==> src/bst_cfg.svh <==
// Constants for the boundary-scan test port: codes, widths, reset values
`ifndef BST_CFG_SVH
`define BST_CFG_SVH

// ----------------------------------------------------------------
// Widths
// ----------------------------------------------------------------
`define BST_IR_W 3
`define BST_ID_W 32

// ----------------------------------------------------------------
// Instruction codes (only IDCODE selects a long register here)
// ----------------------------------------------------------------
`define BST_INS_EXTEST 3'h0
`define BST_INS_IDCODE 3'h1
`define BST_INS_SAMPLEZ 3'h2
`define BST_INS_SAMPLE 3'h4
`define BST_INS_BYPASS 3'h7

// ----------------------------------------------------------------
// Capture patterns and reset values
// ----------------------------------------------------------------
`define BST_IR_CAPTURE 3'h1
// Identification code: value is arbitrary, bit 0 set as the standard asks
`define BST_ID_CODE 32'h0A5C_3001
// Consecutive TMS-high rising edges that must reach the reset state
`define BST_RESET_EDGES 3'h5

`endif

==> src/bst_pkg.sv <==
// Types shared by the boundary-scan test port
package bst_pkg;

  // ----------------------------------------------------------------
  // Controller states, one-hot
  // ----------------------------------------------------------------
  typedef enum logic [15:0] {
    ST_TLR  = 16'h0001,
    ST_RTI  = 16'h0002,
    ST_SDRS = 16'h0004,
    ST_CDR  = 16'h0008,
    ST_SDR  = 16'h0010,
    ST_E1DR = 16'h0020,
    ST_PDR  = 16'h0040,
    ST_E2DR = 16'h0080,
    ST_UDR  = 16'h0100,
    ST_SIRS = 16'h0200,
    ST_CIR  = 16'h0400,
    ST_SIR  = 16'h0800,
    ST_E1IR = 16'h1000,
    ST_PIR  = 16'h2000,
    ST_E2IR = 16'h4000,
    ST_UIR  = 16'h8000
  } bst_state_t;

endpackage : bst_pkg

==> src/bst_tap.sv <==
// Boundary-scan test access port, sampled from the system clock
//
// Summary of operation
// - Standard test port state machine and registers
// - TDI and TMS synchronisers reset high, as floating pins would read
// - Power-up reset state leaves memory undisturbed
// - Inputs sampled on test clock rising edge
// - TDO and its enable change only on test clock falling edge or system reset; TAP_IN_RESET follows the state on the rising edge
// - Instruction selects the data register
// - TDI enters selected register MSB
// - TDO shows selected register LSB
// - TDO driven only in shift states
// - Five TMS-high rising edges force reset
// - Test reset never touches memory operation
// - Power-up reset puts TDO at high-Z
// - Three-bit instruction, IDCODE on every reset
// - Capture-IR loads 01 into low bits
// - Bypass is one bit, cleared on capture
// - Capture-DR under IDCODE loads 32-bit code
`timescale 1ns/100ps
`default_nettype none
`include "bst_cfg.svh"

module bst_tap
  import bst_pkg::*;
(
  // System clock and reset
  input wire logic CLK,
  input wire logic RESET,
  // Test port pins
  input wire logic TCK,
  input wire logic TMS,
  input wire logic TDI,
  output logic TDO,
  output logic TDO_OE_N,
  // Status towards the memory core, which it never gates
  output logic TAP_IN_RESET
);

  // ----------------------------------------------------------------
  // Declarations
  // ----------------------------------------------------------------
  logic tck_s1, tck_s2, tck_s3; // Test clock synchroniser and history
  logic tms_s1, tms_s2; // Mode select synchroniser
  logic tdi_s1, tdi_s2; // Data-in synchroniser
  bst_state_t state; // Controller state
  bst_state_t next_state; // State after the next rising edge
  logic [`BST_IR_W-1:0] ir; // Active instruction
  logic [`BST_IR_W-1:0] ir_shift; // Instruction shift stage
  logic [`BST_ID_W-1:0] id_shift; // Identification shift stage
  logic bypass; // Single-bit bypass stage
  logic [2:0] tms_run; // Helper: consecutive TMS-high edges
  wire tck_rise; // Rising test clock edge seen
  wire tck_fall; // Falling test clock edge seen
  wire sel_id; // IDCODE register in the path
  wire shifting; // Shift-IR or Shift-DR
  wire next_tdo; // Bit to present at the next fall

  // ----------------------------------------------------------------
  // Next state function of the controller
  // ----------------------------------------------------------------
  function automatic bst_state_t step(input bst_state_t s, input logic m);
    case (s)
      ST_TLR: step = m ? ST_TLR : ST_RTI;
      ST_RTI: step = m ? ST_SDRS : ST_RTI;
      ST_SDRS: step = m ? ST_SIRS : ST_CDR;
      ST_CDR: step = m ? ST_E1DR : ST_SDR;
      ST_SDR: step = m ? ST_E1DR : ST_SDR;
      ST_E1DR: step = m ? ST_UDR : ST_PDR;
      ST_PDR: step = m ? ST_E2DR : ST_PDR;
      ST_E2DR: step = m ? ST_UDR : ST_SDR;
      ST_UDR: step = m ? ST_SDRS : ST_RTI;
      ST_SIRS: step = m ? ST_TLR : ST_CIR;
      ST_CIR: step = m ? ST_E1IR : ST_SIR;
      ST_SIR: step = m ? ST_E1IR : ST_SIR;
      ST_E1IR: step = m ? ST_UIR : ST_PIR;
      ST_PIR: step = m ? ST_E2IR : ST_PIR;
      ST_E2IR: step = m ? ST_UIR : ST_SIR;
      ST_UIR: step = m ? ST_SDRS : ST_RTI;
      // Illegal code: recover through reset
      default: step = ST_TLR;
    endcase
  endfunction : step

  // ----------------------------------------------------------------
  // Input synchronisers
  // ----------------------------------------------------------------
  // Data pins reset high, as a floating pin with pull-up would read
  always_ff @(posedge CLK or posedge RESET) begin
    if (RESET) begin
      tck_s1 <= 1'b0;
      tck_s2 <= 1'b0;
      tck_s3 <= 1'b0;
      tms_s1 <= 1'b1;
      tms_s2 <= 1'b1;
      tdi_s1 <= 1'b1;
      tdi_s2 <= 1'b1;
    end else begin
      tck_s1 <= TCK;
      tck_s2 <= tck_s1;
      tck_s3 <= tck_s2;
      tms_s1 <= TMS;
      tms_s2 <= tms_s1;
      tdi_s1 <= TDI;
      tdi_s2 <= tdi_s1;
    end
  end

  // ----------------------------------------------------------------
  // Edge detection and path selection
  // ----------------------------------------------------------------
  // A test clock held low never yields an edge, so the port stays idle
  assign tck_rise = tck_s2 & ~tck_s3;
  assign tck_fall = ~tck_s2 & tck_s3;
  assign next_state = step(state, tms_s2);
  assign sel_id = (ir == `BST_INS_IDCODE);
  assign shifting = (state == ST_SIR) || (state == ST_SDR);
  // Instruction path in Shift-IR, else the register the code picks
  assign next_tdo = (state == ST_SIR) ? ir_shift[0] :
                    sel_id ? id_shift[0] : bypass;
  assign TAP_IN_RESET = (state == ST_TLR);

  // ----------------------------------------------------------------
  // Controller state
  // ----------------------------------------------------------------
  // Advances only on a sampled rising edge of the test clock
  always_ff @(posedge CLK or posedge RESET) begin
    if (RESET) begin
      state <= ST_TLR;
    end else if (tck_rise) begin
      state <= next_state;
    end
  end

  // ----------------------------------------------------------------
  // Instruction register
  // ----------------------------------------------------------------
  // Update happens at the fall inside Update-IR, as the standard has it
  always_ff @(posedge CLK or posedge RESET) begin
    if (RESET) begin
      ir <= `BST_INS_IDCODE;
      ir_shift <= `BST_IR_CAPTURE;
    end else if (state == ST_TLR) begin
      ir <= `BST_INS_IDCODE;
    end else if (tck_rise && state == ST_CIR) begin
      ir_shift <= `BST_IR_CAPTURE;
    end else if (tck_rise && state == ST_SIR) begin
      ir_shift <= {tdi_s2, ir_shift[`BST_IR_W-1:1]};
    end else if (tck_fall && state == ST_UIR) begin
      ir <= ir_shift;
    end
  end

  // ----------------------------------------------------------------
  // Data registers: identification and bypass
  // ----------------------------------------------------------------
  // Codes other than IDCODE use bypass; no boundary cells are modelled
  always_ff @(posedge CLK or posedge RESET) begin
    if (RESET) begin
      id_shift <= `BST_ID_CODE;
      bypass <= 1'b0;
    end else if (tck_rise && state == ST_CDR) begin
      if (sel_id) begin
        id_shift <= `BST_ID_CODE;
      end else begin
        bypass <= 1'b0;
      end
    end else if (tck_rise && state == ST_SDR) begin
      if (sel_id) begin
        id_shift <= {tdi_s2, id_shift[`BST_ID_W-1:1]};
      end else begin
        bypass <= tdi_s2;
      end
    end
  end

  // ----------------------------------------------------------------
  // Serial output and its enable
  // ----------------------------------------------------------------
  // Driven only from a falling edge or system reset, so the far end samples stable data
  always_ff @(posedge CLK or posedge RESET) begin
    if (RESET) begin
      TDO <= 1'b0;
      TDO_OE_N <= 1'b1;
    end else if (tck_fall) begin
      TDO <= next_tdo;
      TDO_OE_N <= ~shifting;
    end
  end

  // ----------------------------------------------------------------
  // Helper counter for the forced-reset check
  // ----------------------------------------------------------------
  always_ff @(posedge CLK or posedge RESET) begin
    if (RESET) begin
      tms_run <= 3'h0;
    end else if (tck_rise) begin
      if (!tms_s2) begin
        tms_run <= 3'h0;
      end else if (tms_run != `BST_RESET_EDGES) begin
        tms_run <= tms_run + 3'h1;
      end
    end
  end

  // ----------------------------------------------------------------
  // Assertions
  // ----------------------------------------------------------------
  property p_state_on_rise;
    @(posedge CLK) disable iff (RESET)
    (state != $past(state)) |-> $past(tck_rise);
  endproperty
  a_state_on_rise: assert property (p_state_on_rise)
    else $error("State moved without a rising test clock edge");

  property p_tdo_on_fall;
    @(posedge CLK) disable iff (RESET)
    $changed(TDO) || $changed(TDO_OE_N) |-> $past(tck_fall);
  endproperty
  a_tdo_on_fall: assert property (p_tdo_on_fall)
    else $error("TDO changed away from a falling edge");

  property p_oe_shift;
    @(posedge CLK) disable iff (RESET)
    tck_fall |=> (TDO_OE_N == !$past(shifting));
  endproperty
  a_oe_shift: assert property (p_oe_shift)
    else $error("TDO enable does not follow the shift states");

  property p_five_ones;
    @(posedge CLK) disable iff (RESET)
    (tms_run == `BST_RESET_EDGES) |-> (state == ST_TLR);
  endproperty
  a_five_ones: assert property (p_five_ones)
    else $error("Five TMS-high edges did not reach reset");

  property p_ir_reset;
    @(posedge CLK) disable iff (RESET)
    (state == ST_TLR) |=> (ir == `BST_INS_IDCODE);
  endproperty
  a_ir_reset: assert property (p_ir_reset)
    else $error("Instruction is not IDCODE in reset state");

  property p_capture_ir;
    @(posedge CLK) disable iff (RESET)
    (tck_rise && state == ST_CIR) |=> (ir_shift[1:0] == 2'b01);
  endproperty
  a_capture_ir: assert property (p_capture_ir)
    else $error("Capture-IR pattern missing");

  property p_bypass_clear;
    @(posedge CLK) disable iff (RESET)
    (tck_rise && state == ST_CDR && !sel_id) |=> (bypass == 1'b0);
  endproperty
  a_bypass_clear: assert property (p_bypass_clear)
    else $error("Bypass not cleared on capture");

  property p_id_capture;
    @(posedge CLK) disable iff (RESET)
    (tck_rise && state == ST_CDR && sel_id) |=> (id_shift == `BST_ID_CODE);
  endproperty
  a_id_capture: assert property (p_id_capture)
    else $error("Identification code not captured");

  property p_msb_in;
    @(posedge CLK) disable iff (RESET)
    (tck_rise && state == ST_SDR && sel_id) |=>
      (id_shift[`BST_ID_W-1] == $past(tdi_s2));
  endproperty
  a_msb_in: assert property (p_msb_in)
    else $error("TDI did not enter the MSB");

  property p_lsb_out;
    @(posedge CLK) disable iff (RESET)
    (tck_fall && state == ST_SDR && sel_id) |=> (TDO == $past(id_shift[0]));
  endproperty
  a_lsb_out: assert property (p_lsb_out)
    else $error("TDO does not show the LSB");

endmodule : bst_tap

`default_nettype wire

==> config.mk <==
export PLATFORM = sky130hd
export DESIGN_NAME = bst_tap
export DESIGN_NICKNAME = d
export VERILOG_FILES = /design/src/bst_pkg.sv /design/src/bst_tap.sv
export VERILOG_INCLUDE_DIRS = /design/src
export SDC_FILE = /design/constraint.sdc
export NUM_CORES = 1
export LEC_CHECK = 0
export ABC_AREA = 1
export ABC_CLOCK_PERIOD_IN_PS = 2200
export BUFFER_PORTS_ARGS = -buffer_cell sky130_fd_sc_hd__buf_2
export CELL_PAD_IN_SITES_DETAIL_PLACEMENT = 0
export CELL_PAD_IN_SITES_GLOBAL_PLACEMENT = 2
export CORE_MARGIN = 2
export CORE_UTILIZATION = 38
export DETAILED_ROUTE_END_ITERATION = 7
export PLACE_DENSITY_LB_ADDON = 0.1
export SLEW_MARGIN = 40
export SYNTH_ARGS = -nofsm -noshare
export SYNTH_HDL_FRONTEND = slang
export SYNTH_SLANG_ARGS = --single-unit
export TNS_END_PERCENT = 1
==> constraint.sdc <==
create_clock -name CLK -period 2.2 [get_ports CLK]
set_input_delay 0.11 -clock CLK [delete_from_list [all_inputs] [get_ports CLK]]
set_output_delay 0.11 -clock CLK [all_outputs]
set_load 0.02 [all_outputs]
==> qor.yml, run 1 <==
min_period_ns: 1.935
p_per_area_nw_per_um2: 772.3
path_buf_inv: 2
worstHoldEndpoint: "tck_s2"
vias_per_cell: 4.848
fin_crit_sh_pct: 87.97
synth_cell_types: 28
p_leak_nw: 1.701
final_nets: 377
totalWireLength_um: 6341
numClockSinks: 64
synth_area_per_cell_um2: 8.444
status: "finished, final reports clean"
peakVddDrop_uv: 275.7
dpl.hpwl_um: 4220
yosysTopAreaCellShare_pct: 39.35
clk_pin_slew_ns: 0.08
mappedNetlistArea_um2: 2989
crit_top_cell: "nand2_1"
cp_cell_sequence: "nor2_2 -> nand2_1 -> nor2_4 -> nand2_1 -> inv_1 -> buf_2"
synth_area_leaders: "dfrtp_1 39%, dfstp_2 15%, nand2_1 13%"
fp.dieArea_um2: 8591
yosys_warnings: 0
die_h_um: 92.69
port_buffers: 7
worstMarginPinSlew_ns: 0.7224
critPathCaptureType: "output pin"
cp_top_family: "simple AND/OR/NAND/NOR gates"
std_cell_rows: 32
yosysSeqAreaShare_pct: 54.29
drive_above_1_share_pct: 19.36
firstDrtPassIters: 4
rr_endpoint: "id_shift[31]"
rsz0062_at_grt: "no"
fin_area_um2: 3387
final_common_cell: "nand2_1"
grt_pass1_wl_um: 11300
drtIter0Drc: 101
cts.path.max_buffers: 2
initial_core_util_pct: 38.88
critPathLaunchType: "flip-flop"
maxCapViolCount: 0
vias: 2322
antenna_found_initial: 0
whs_path_depth: 0
clock_latency_ns: 0.34
gr-total-overflow: 0
fin_hold_ws_ns: 0.3525
coreArea_um2: 7687
timing.fmax_mhz: 516.7
cp.arrival_ns: 1.83
critPathMaxStageDelay_ns: 0.42
grt_pass1_vias: 2375
io_pins: 8
yosys.area.top_type: "dfrtp_1"
cts_tree: "done"
gp_congestion: 0.7895
slew_violations: 0
final_cell_mix: "105 x nand2_1, 47 x dfrtp_1, 44 x nand3_1"
cts_setup_buffers: 0
timing.hold.worst.class: "reg -> reg"
cp.required_ns: 2.09
skew_ns: 0.009482
total_power_mw: 2.616
cp_max_fo: 6
grt_max_degree: 65
place_area_um2: 3151
ant_nets: 0
worst_r2r_path_depth: 10
crit_slowest_cell: "dfrtp_1"
die_w_um: 92.69
n_antenna_cell: 0
area_growth_pct: 13.31
synth-seq-cells: 64
setup_viol: 0
grt_usage_pct: 16.95
hp-start: "tck_s1"
criticalPathCategory: "reg -> out"
worstReg2RegStart: "state[9]"
htree_levels: 3
synthCells: 354
post_drt_wl_per_cell_um: 13.24
cts_root_buf: "clkbuf_8"
regToRegSetupSlack_ns: 0.31
finalHoldViolations: 0
cts_inserted_buffers: 9
drc: 0
setup_tns_ns: 0
slew_headroom_pct: 51.79
syn_nets: 359
metal layers:
metal / global-route usage, % / up-vias / part of all wire [%]
met2: 27.19 / 31 / 46
met4: 7.108 / 0 / 2.0
met1: 21.81 / 1095 / 49
met5: 0 / - / 0
li1: - / 1185 / -
met3: 4.394 / 11 / 3.0
cell usage after synthesis (all sizes together):
master  instances
nand2         110
dfrtp          47
nand3          45
nor2           36
inv            33
o21ai          28
dfstp          17
buf             7
nor3            6
a21oi           4
clkbuf          4
nand4           4
o22ai           4
a31oi           2
o211ai          2
o31ai           2
a21o            1
a31o            1
and3            1
per-stage QoR:
step | setup WS, ns | std cells | util (%)
3_5_place_dp | 0.2983 | 459 | 40.98
4_1_cts | 0.2403 | 479 | 44.06
2_1_floorplan | 0.5200 | 354 | -
6_report | 0.2647 | 479 | 44.06
5_1_grt | 0.04834 | 479 | 44.06
3_3_place_gp | 0.3327 | 459 | 40.98
power breakdown:
part	switching, mW	internal [mW]	leakage (nW)
clock network	0.469	0.522	0.0952
logic	0.270	0.101	0.780
registers	0.0290	1.22	0.826
total	0.768	1.85	1.70
flip-flops by register name, summed over array words and instances (netlist names):
signal,count
tck_s1,1
ir_shift,3
bypass,1
tdi_s2,1
tms_s1,1
TDO,1
TDO_OE_N,1
tdi_s1,1
tck_s3,1
state,16
tck_s2,1
id_shift,32
ir,3
tms_s2,1
worst reg2reg max path, delay by kind of cell (launching register included):
kind / cells / cell delay [ns]
and+or+nand+nor: 8 / 1.05
DFF: 1 / 0.42
buffers and inverters: 1 / 0.22
AOI/OAI and AO/OA: 1 / 0.08
what timing repair did:
item                                   CTS  global route
gates resized for setup                  0             0
endpoints found under the hold margin   50             0
hold buffers                             4             0
worst max-delay path by stage:
stage / start / depth (start not counted) / end / slack (ns)
after global routing: state[9] / 6 / TAP_IN_RESET / 0.05
after global placement: state[6] / 8 / id_shift[31] / 0.33
after floorplan: RESET / 1 / TDO / 0.52
final: state[9] / 6 / TAP_IN_RESET / 0.26
after detailed placement: state[9] / 10 / id_shift[31] / 0.30
after CTS: state[9] / 6 / TAP_IN_RESET / 0.24
layout make-up:
cell class	count	area [µm²]
Fill cell	812	4300
Sequential cell	64	1623
Multi-Input combinational cell	246	1164
Timing Repair Buffer	18	152.6
Tap cell	102	127.6
Clock buffer	9	123.9
Inverter	33	123.9
Clock inverter	7	72.57
logic make-up after synthesis:
group                  count (synthesis)  synth area share (%)
AO/OA/AOI/OAI                         44                 8.288
buffers and inverters                 44                 6.781
flip-flops                            64                 54.29
AND/OR/NAND/NOR                      202                 30.64
Power figures use the tool's default switching activity.
==> run 2: changes to the inputs <==
--- a/config.mk
+++ b/config.mk
@@ -12,7 +12,7 @@
 export CELL_PAD_IN_SITES_DETAIL_PLACEMENT = 0
 export CELL_PAD_IN_SITES_GLOBAL_PLACEMENT = 2
 export CORE_MARGIN = 2
-export CORE_UTILIZATION = 38
+export CORE_UTILIZATION = 34
 export DETAILED_ROUTE_END_ITERATION = 7
 export PLACE_DENSITY_LB_ADDON = 0.1
 export SLEW_MARGIN = 40
==> run 2 against run 1 <==
  * Critical path depth unchanged
  * Utilization fell by 4.8 points
  * Non-clock buffer count grew 1
  * Power is 2.9% higher
  * Maximum frequency rose by 1.3%
  * Cell count grew 1.3%
  * First-iteration DRC count decreased by 15%
  * Critical endpoint unchanged
  * Largest cell class unchanged
==> qor.yml, run 2 (synthesized netlist as in run 1, its figures left out) <==
critPathCaptureType: "output pin"
vias: 2322
fp.dieArea_um2: 9558
cts_inserted_buffers: 9
ant_nets: 0
p_leak_nw: 1.711
grt_usage_pct: 15.15
die_w_um: 97.77
p_per_area_nw_per_um2: 793.2
dpl.hpwl_um: 4432
rsz0062_at_grt: "no"
port_buffers: 7
crit_start: "state[11]"
grt_pass1_vias: 2350
largest_register_ffs: 32
slew_headroom_pct: 51.23
setup_ws_ns: 0.2889
slew_violations: 0
critPathMaxStageDelay_ns: 0.41
fin_crit_sh_pct: 86.87
drive_above_1_share_pct: 18.83
cp_max_fo: 6
cts.path.max_buffers: 2
gr-total-overflow: 0
grt_max_degree: 52
std_cell_rows: 34
coreArea_um2: 8636
regToRegSetupSlack_ns: 0.31
dp_worst_setup_slack_ns: 0.2611
die_h_um: 97.77
post_drt_wl_per_cell_um: 13.56
crit_slowest_cell: "dfrtp_1"
final_util_pct: 39.31
worstReg2RegStart: "state[11]"
worstMarginPinSlew_ns: 0.7308
antenna_found_initial: 0
area_growth_pct: 13.56
grt_pass1_wl_um: 11590
finalHoldViolations: 0
cts_root_buf: "clkbuf_8"
skew_ns: 0.008618
cp.arrival_ns: 1.80
io_pins: 8
reg_top3: "id_shift: 32 flops, state: 16 flops"
cp_top_family: "simple AND/OR/NAND/NOR gates"
setup_viol: 0
status: "finished, final reports clean"
critPathLaunchType: "flip-flop"
initial_core_util_pct: 34.61
clk_pin_slew_ns: 0.07
criticalPathCategory: "reg -> out"
gp_congestion: 0.7536
maxCapViolCount: 0
worst_r2r_path_depth: 8
peakVddDrop_uv: 315.1
n_antenna_cell: 0
cts_tree: "done"
cts_setup_buffers: 0
drc: 0
path_depth: 6
firstDrtPassIters: 4
timing.hold.worst.class: "in -> async"
timing.fmax_mhz: 523.3
setup_tns_ns: 0
crit_top_cell: "nand2_1"
drtIter0Drc: 86
cp.required_ns: 2.09
clock_latency_ns: 0.34
min_period_ns: 1.911
htree_levels: 3
path_buf_inv: 2
numClockSinks: 64
largest_register: "id_shift"
final_common_cell: "nand2_1"
vias_per_cell: 4.788
rr_endpoint: "id_shift[31]"
totalWireLength_um: 6577
fill_cells: 918
final_nets: 378
cp_cell_sequence: "nor2_2 -> nand2_1 -> nor2_4 -> nand2_1 -> inv_1 -> buf_2"
critPathCapture: "TAP_IN_RESET"
final_cell_mix: "105 x nand2_1, 47 x dfrtp_1, 44 x nand3_1"
[run 2: where the power goes]
group | switching, mW | leakage, nW | internal [mW] | total (mW)
clock | 0.441 | 0.103 | 0.629 | 1.07
sequential | 0.0275 | 0.826 | 1.23 | 1.25
combinational | 0.268 | 0.783 | 0.102 | 0.370
total | 0.737 | 1.71 | 1.96 | 2.69
[run 2: repair_timing]
item,CTS,global route
resized for setup,0,0
endpoints found under the hold margin,16,0
hold buffers,4,0
setup endpoints to repair,0,0
[run 2: how the worst min path moves through the flow]
stage	from	end	slack, ns	depth (start not counted)
after floorplan	TDI	tdi_s1	0.11	0
after global placement	RESET	tck_s2	0.08	2
after detailed placement	RESET	tck_s2	0.08	2
after CTS	RESET	tck_s2	0.26	3
after global routing	RESET	tck_s2	0.30	3
final	RESET	tck_s2	0.27	3
[run 2: worst min-delay path, stage by stage]
cell	delay (ns)
dlygate4sd3_1	0.54
buf_2	0.12
inv_2	0.24
[run 2: routing by layer]
| metal | up-vias | routed length (µm) | part of all wire (%) | GRT usage, % |
|---|---|---|---|---|
| li1 | 1181 | - | - | - |
| met1 | 1109 | 3199 | 49 | 19.55 |
| met2 | 19 | 3127 | 48 | 24.56 |
| met3 | 13 | 124 | 1.9 | 2.935 |
| met4 | 0 | 126 | 1.9 | 7.372 |
| met5 | - | 0 | 0 | 0 |
[run 2: layout make-up]
type                       count  area [µm²]  share of cell area (%)
clock buffer                  11       131.4                   3.870
clock inverter                 4       70.07                   2.064
inverter                      33       123.9                   3.649
multi-input combinational    246        1164                   34.28
sequential                    64        1623                   47.81
tap                          108       135.1                   3.981
timing repair buffer          19       147.6                   4.349
[run 2: per-stage QoR]
stage	instance area, µm²	hold slack [ns]	total power [mW]	instances
3_3_place_gp	3153	0.08395	1.653	466
2_1_floorplan	2989	0.1145	1.538	354
5_1_grt	3395	0.2952	2.829	485
3_5_place_dp	3153	0.07985	1.643	466
4_1_cts	3395	0.2606	2.734	485
6_report	3395	0.2717	2.693	485
==> run 3: changes to the inputs <==
==> constraint.sdc (replaced) <==
create_clock -name CLK -period 2.2 [get_ports CLK]
set_input_delay 0.55 -clock CLK [delete_from_list [all_inputs] [get_ports CLK]]
set_output_delay 0.55 -clock CLK [all_outputs]
set_load 0.02 [all_outputs]
==> run 3 against run 2 <==
  * Count of clock-buffer cells in the layout increased by 2
  * Die area unchanged
  * Power decreased by 4.0%
  * Largest cell class unchanged
  * Largest power group unchanged
  * Highest routed layer unchanged
==> qor.yml, run 3 (synthesized netlist as in run 1, its figures left out) <==
crit_start: "state[9]"
die_w_um: 97.77
die_h_um: 97.77
largest_register_ffs: 32
path_buf_inv: 2
internal_power_mw: 1.816
critPathCaptureType: "output pin"
min_period_ns: 2.085
dpl.hpwl_um: 4550
crit_slowest_cell: "dfrtp_2"
totalWireLength_um: 6728
place_area_um2: 3161
finalHoldViolations: 0
timing.fmax_mhz: 479.7
cts_inserted_buffers: 9
std_cell_rows: 34
drive_above_1_share_pct: 20.69
cp_top_family: "simple AND/OR/NAND/NOR gates"
n_antenna_cell: 0
fin_hold_ws_ns: 0.2183
ant_nets: 0
combPwrFrac_pct: 15.4
area_growth_pct: 12.68
total_power_mw: 2.585
final_common_cell: "nand2_1"
switchingPower_uw: 768.4
p_per_area_nw_per_um2: 767.3
io_pins: 8
largest_register: "id_shift"
vias_per_cell: 4.806
reg_top3: "id_shift: 32 flops, state: 16 flops"
fill_cells: 902
timing.hold.worst.class: "in -> async"
post_drt_wl_per_cell_um: 13.87
final_cell_mix: "104 x nand2_1, 46 x dfrtp_1, 44 x nand3_1"
initial_core_util_pct: 34.61
critPathMaxStageDelay_ns: 0.44
p_leak_nw: 1.695
clk_pin_slew_ns: 0.07
maxCapViolCount: 0
p_sw_share_pct: 29.73
grt_pass1_vias: 2330
firstDrtPassIters: 4
fin_crit_sh_pct: 94.76
drtIter0Drc: 63
cts_tree: "done"
cp.arrival_ns: 1.53
worstReg2RegStart: "state[9]"
antenna_found_initial: 0
worstMarginPinSlew_ns: 0.7834
coreArea_um2: 8636
critPathCapture: "TAP_IN_RESET"
critPathLaunchType: "flip-flop"
rsz0062_at_grt: "no"
cts.path.max_buffers: 2
drc: 0
slew_headroom_pct: 47.71
vias: 2331
gr-total-overflow: 0
numClockSinks: 64
setup_viol: 0
p_clk_share_pct: 36.1
gp_congestion: 0.7524
criticalPathCategory: "reg -> out"
setup_tns_ns: 0
fin_area_um2: 3368
pwr-share-seq_pct: 48.5
path_depth: 6
cp_max_fo: 5
grt_max_degree: 33
final_nets: 377
htree_levels: 3
status: "finished, final reports clean"
port_buffers: 7
regToRegSetupSlack_ns: 0.31
hold_buffers: 0
peakVddDrop_uv: 398.6
rr_endpoint: "id_shift[31]"
clock_latency_ns: 0.35
worst_r2r_path_depth: 11
cp.required_ns: 1.65
grt_pass1_wl_um: 11420
fp.dieArea_um2: 9558
crit_top_cell: "nor2_4"
cts_root_buf: "clkbuf_8"
grt_usage_pct: 15.18
skew_ns: 0.008486
slew_violations: 0
cp_cell_sequence: "nor2_4 -> nand2_2 -> nor2_4 -> nand2_1 -> inv_2 -> buf_4"
[run 3: cell count changes in the layout (fill, tap and decap cells not counted), sizes merged]
| cell | delta |
|---|---|
| bufinv | -2 |
| dlygate4sd3 | -4 |
| clkbuf | +2 |
| buf | +3 |
| clkinvlp | +1 |
[run 3: what timing repair did]
item | CTS | global route
setup buffers | 0 | 2
pin swaps | 0 | 1
gates resized for setup | 1 | 5
setup endpoints to repair | 1 | 1
[run 3: routing by layer]
| metal | vias up | GRT usage, % | part of all wire [%] |
|---|---|---|---|
| li1 | 1180 | - | - |
| met1 | 1109 | 20.05 | 48 |
| met2 | 30 | 23.93 | 47 |
| met3 | 12 | 4.223 | 3.8 |
| met4 | 0 | 5.769 | 1.9 |
| met5 | - | 0 | 0 |
[run 3: final cells by class]
cell class                 count  area (µm²)  share of cell area, %
clock buffer                  13       158.9                  4.718
clock inverter                 3       17.52                 0.5201
inverter                      33       123.9                  3.678
multi-input combinational    246        1176                  34.92
sequential                    64        1624                  48.22
tap                          108       135.1                  4.012
timing repair buffer          18       132.6                  3.938
[run 3: worst min path at each step]
| stage | startpoint | endpoint | slack (ns) | cells past startpoint |
|---|---|---|---|---|
| 3_3_place_gp | tck_s1 | tck_s2 | 0.33 | 0 |
| 2_1_floorplan | tck_s1 | tck_s2 | 0.33 | 0 |
| 5_1_grt | RESET | tck_s1 | 0.25 | 2 |
| 4_1_cts | RESET | tck_s1 | 0.23 | 2 |
| 3_5_place_dp | tck_s1 | tck_s2 | 0.35 | 0 |
| 6_report | RESET | TDO | 0.22 | 2 |
[run 3: through the flow]
step | instances | worst slack, ns | utilization, %
2_1_floorplan | 354 | 0.08003 | -
3_3_place_gp | 467 | 0.3299 | 36.60
3_5_place_dp | 467 | 0.2860 | 36.60
4_1_cts | 483 | 0.01180 | 38.64
5_1_grt | 485 | 0.01216 | 39.00
6_report | 485 | 0.1153 | 39.00
[run 3: power groups by stage]
stage / clock, mW / combinational (mW) / sequential, mW
floorplan: 0 / 0.267 / 1.27
global placement: 0 / 0.392 / 1.27
detailed placement: 0 / 0.388 / 1.28
CTS: 0.968 / 0.391 / 1.25
global route: 1.02 / 0.437 / 1.26
finish: 0.932 / 0.399 / 1.25
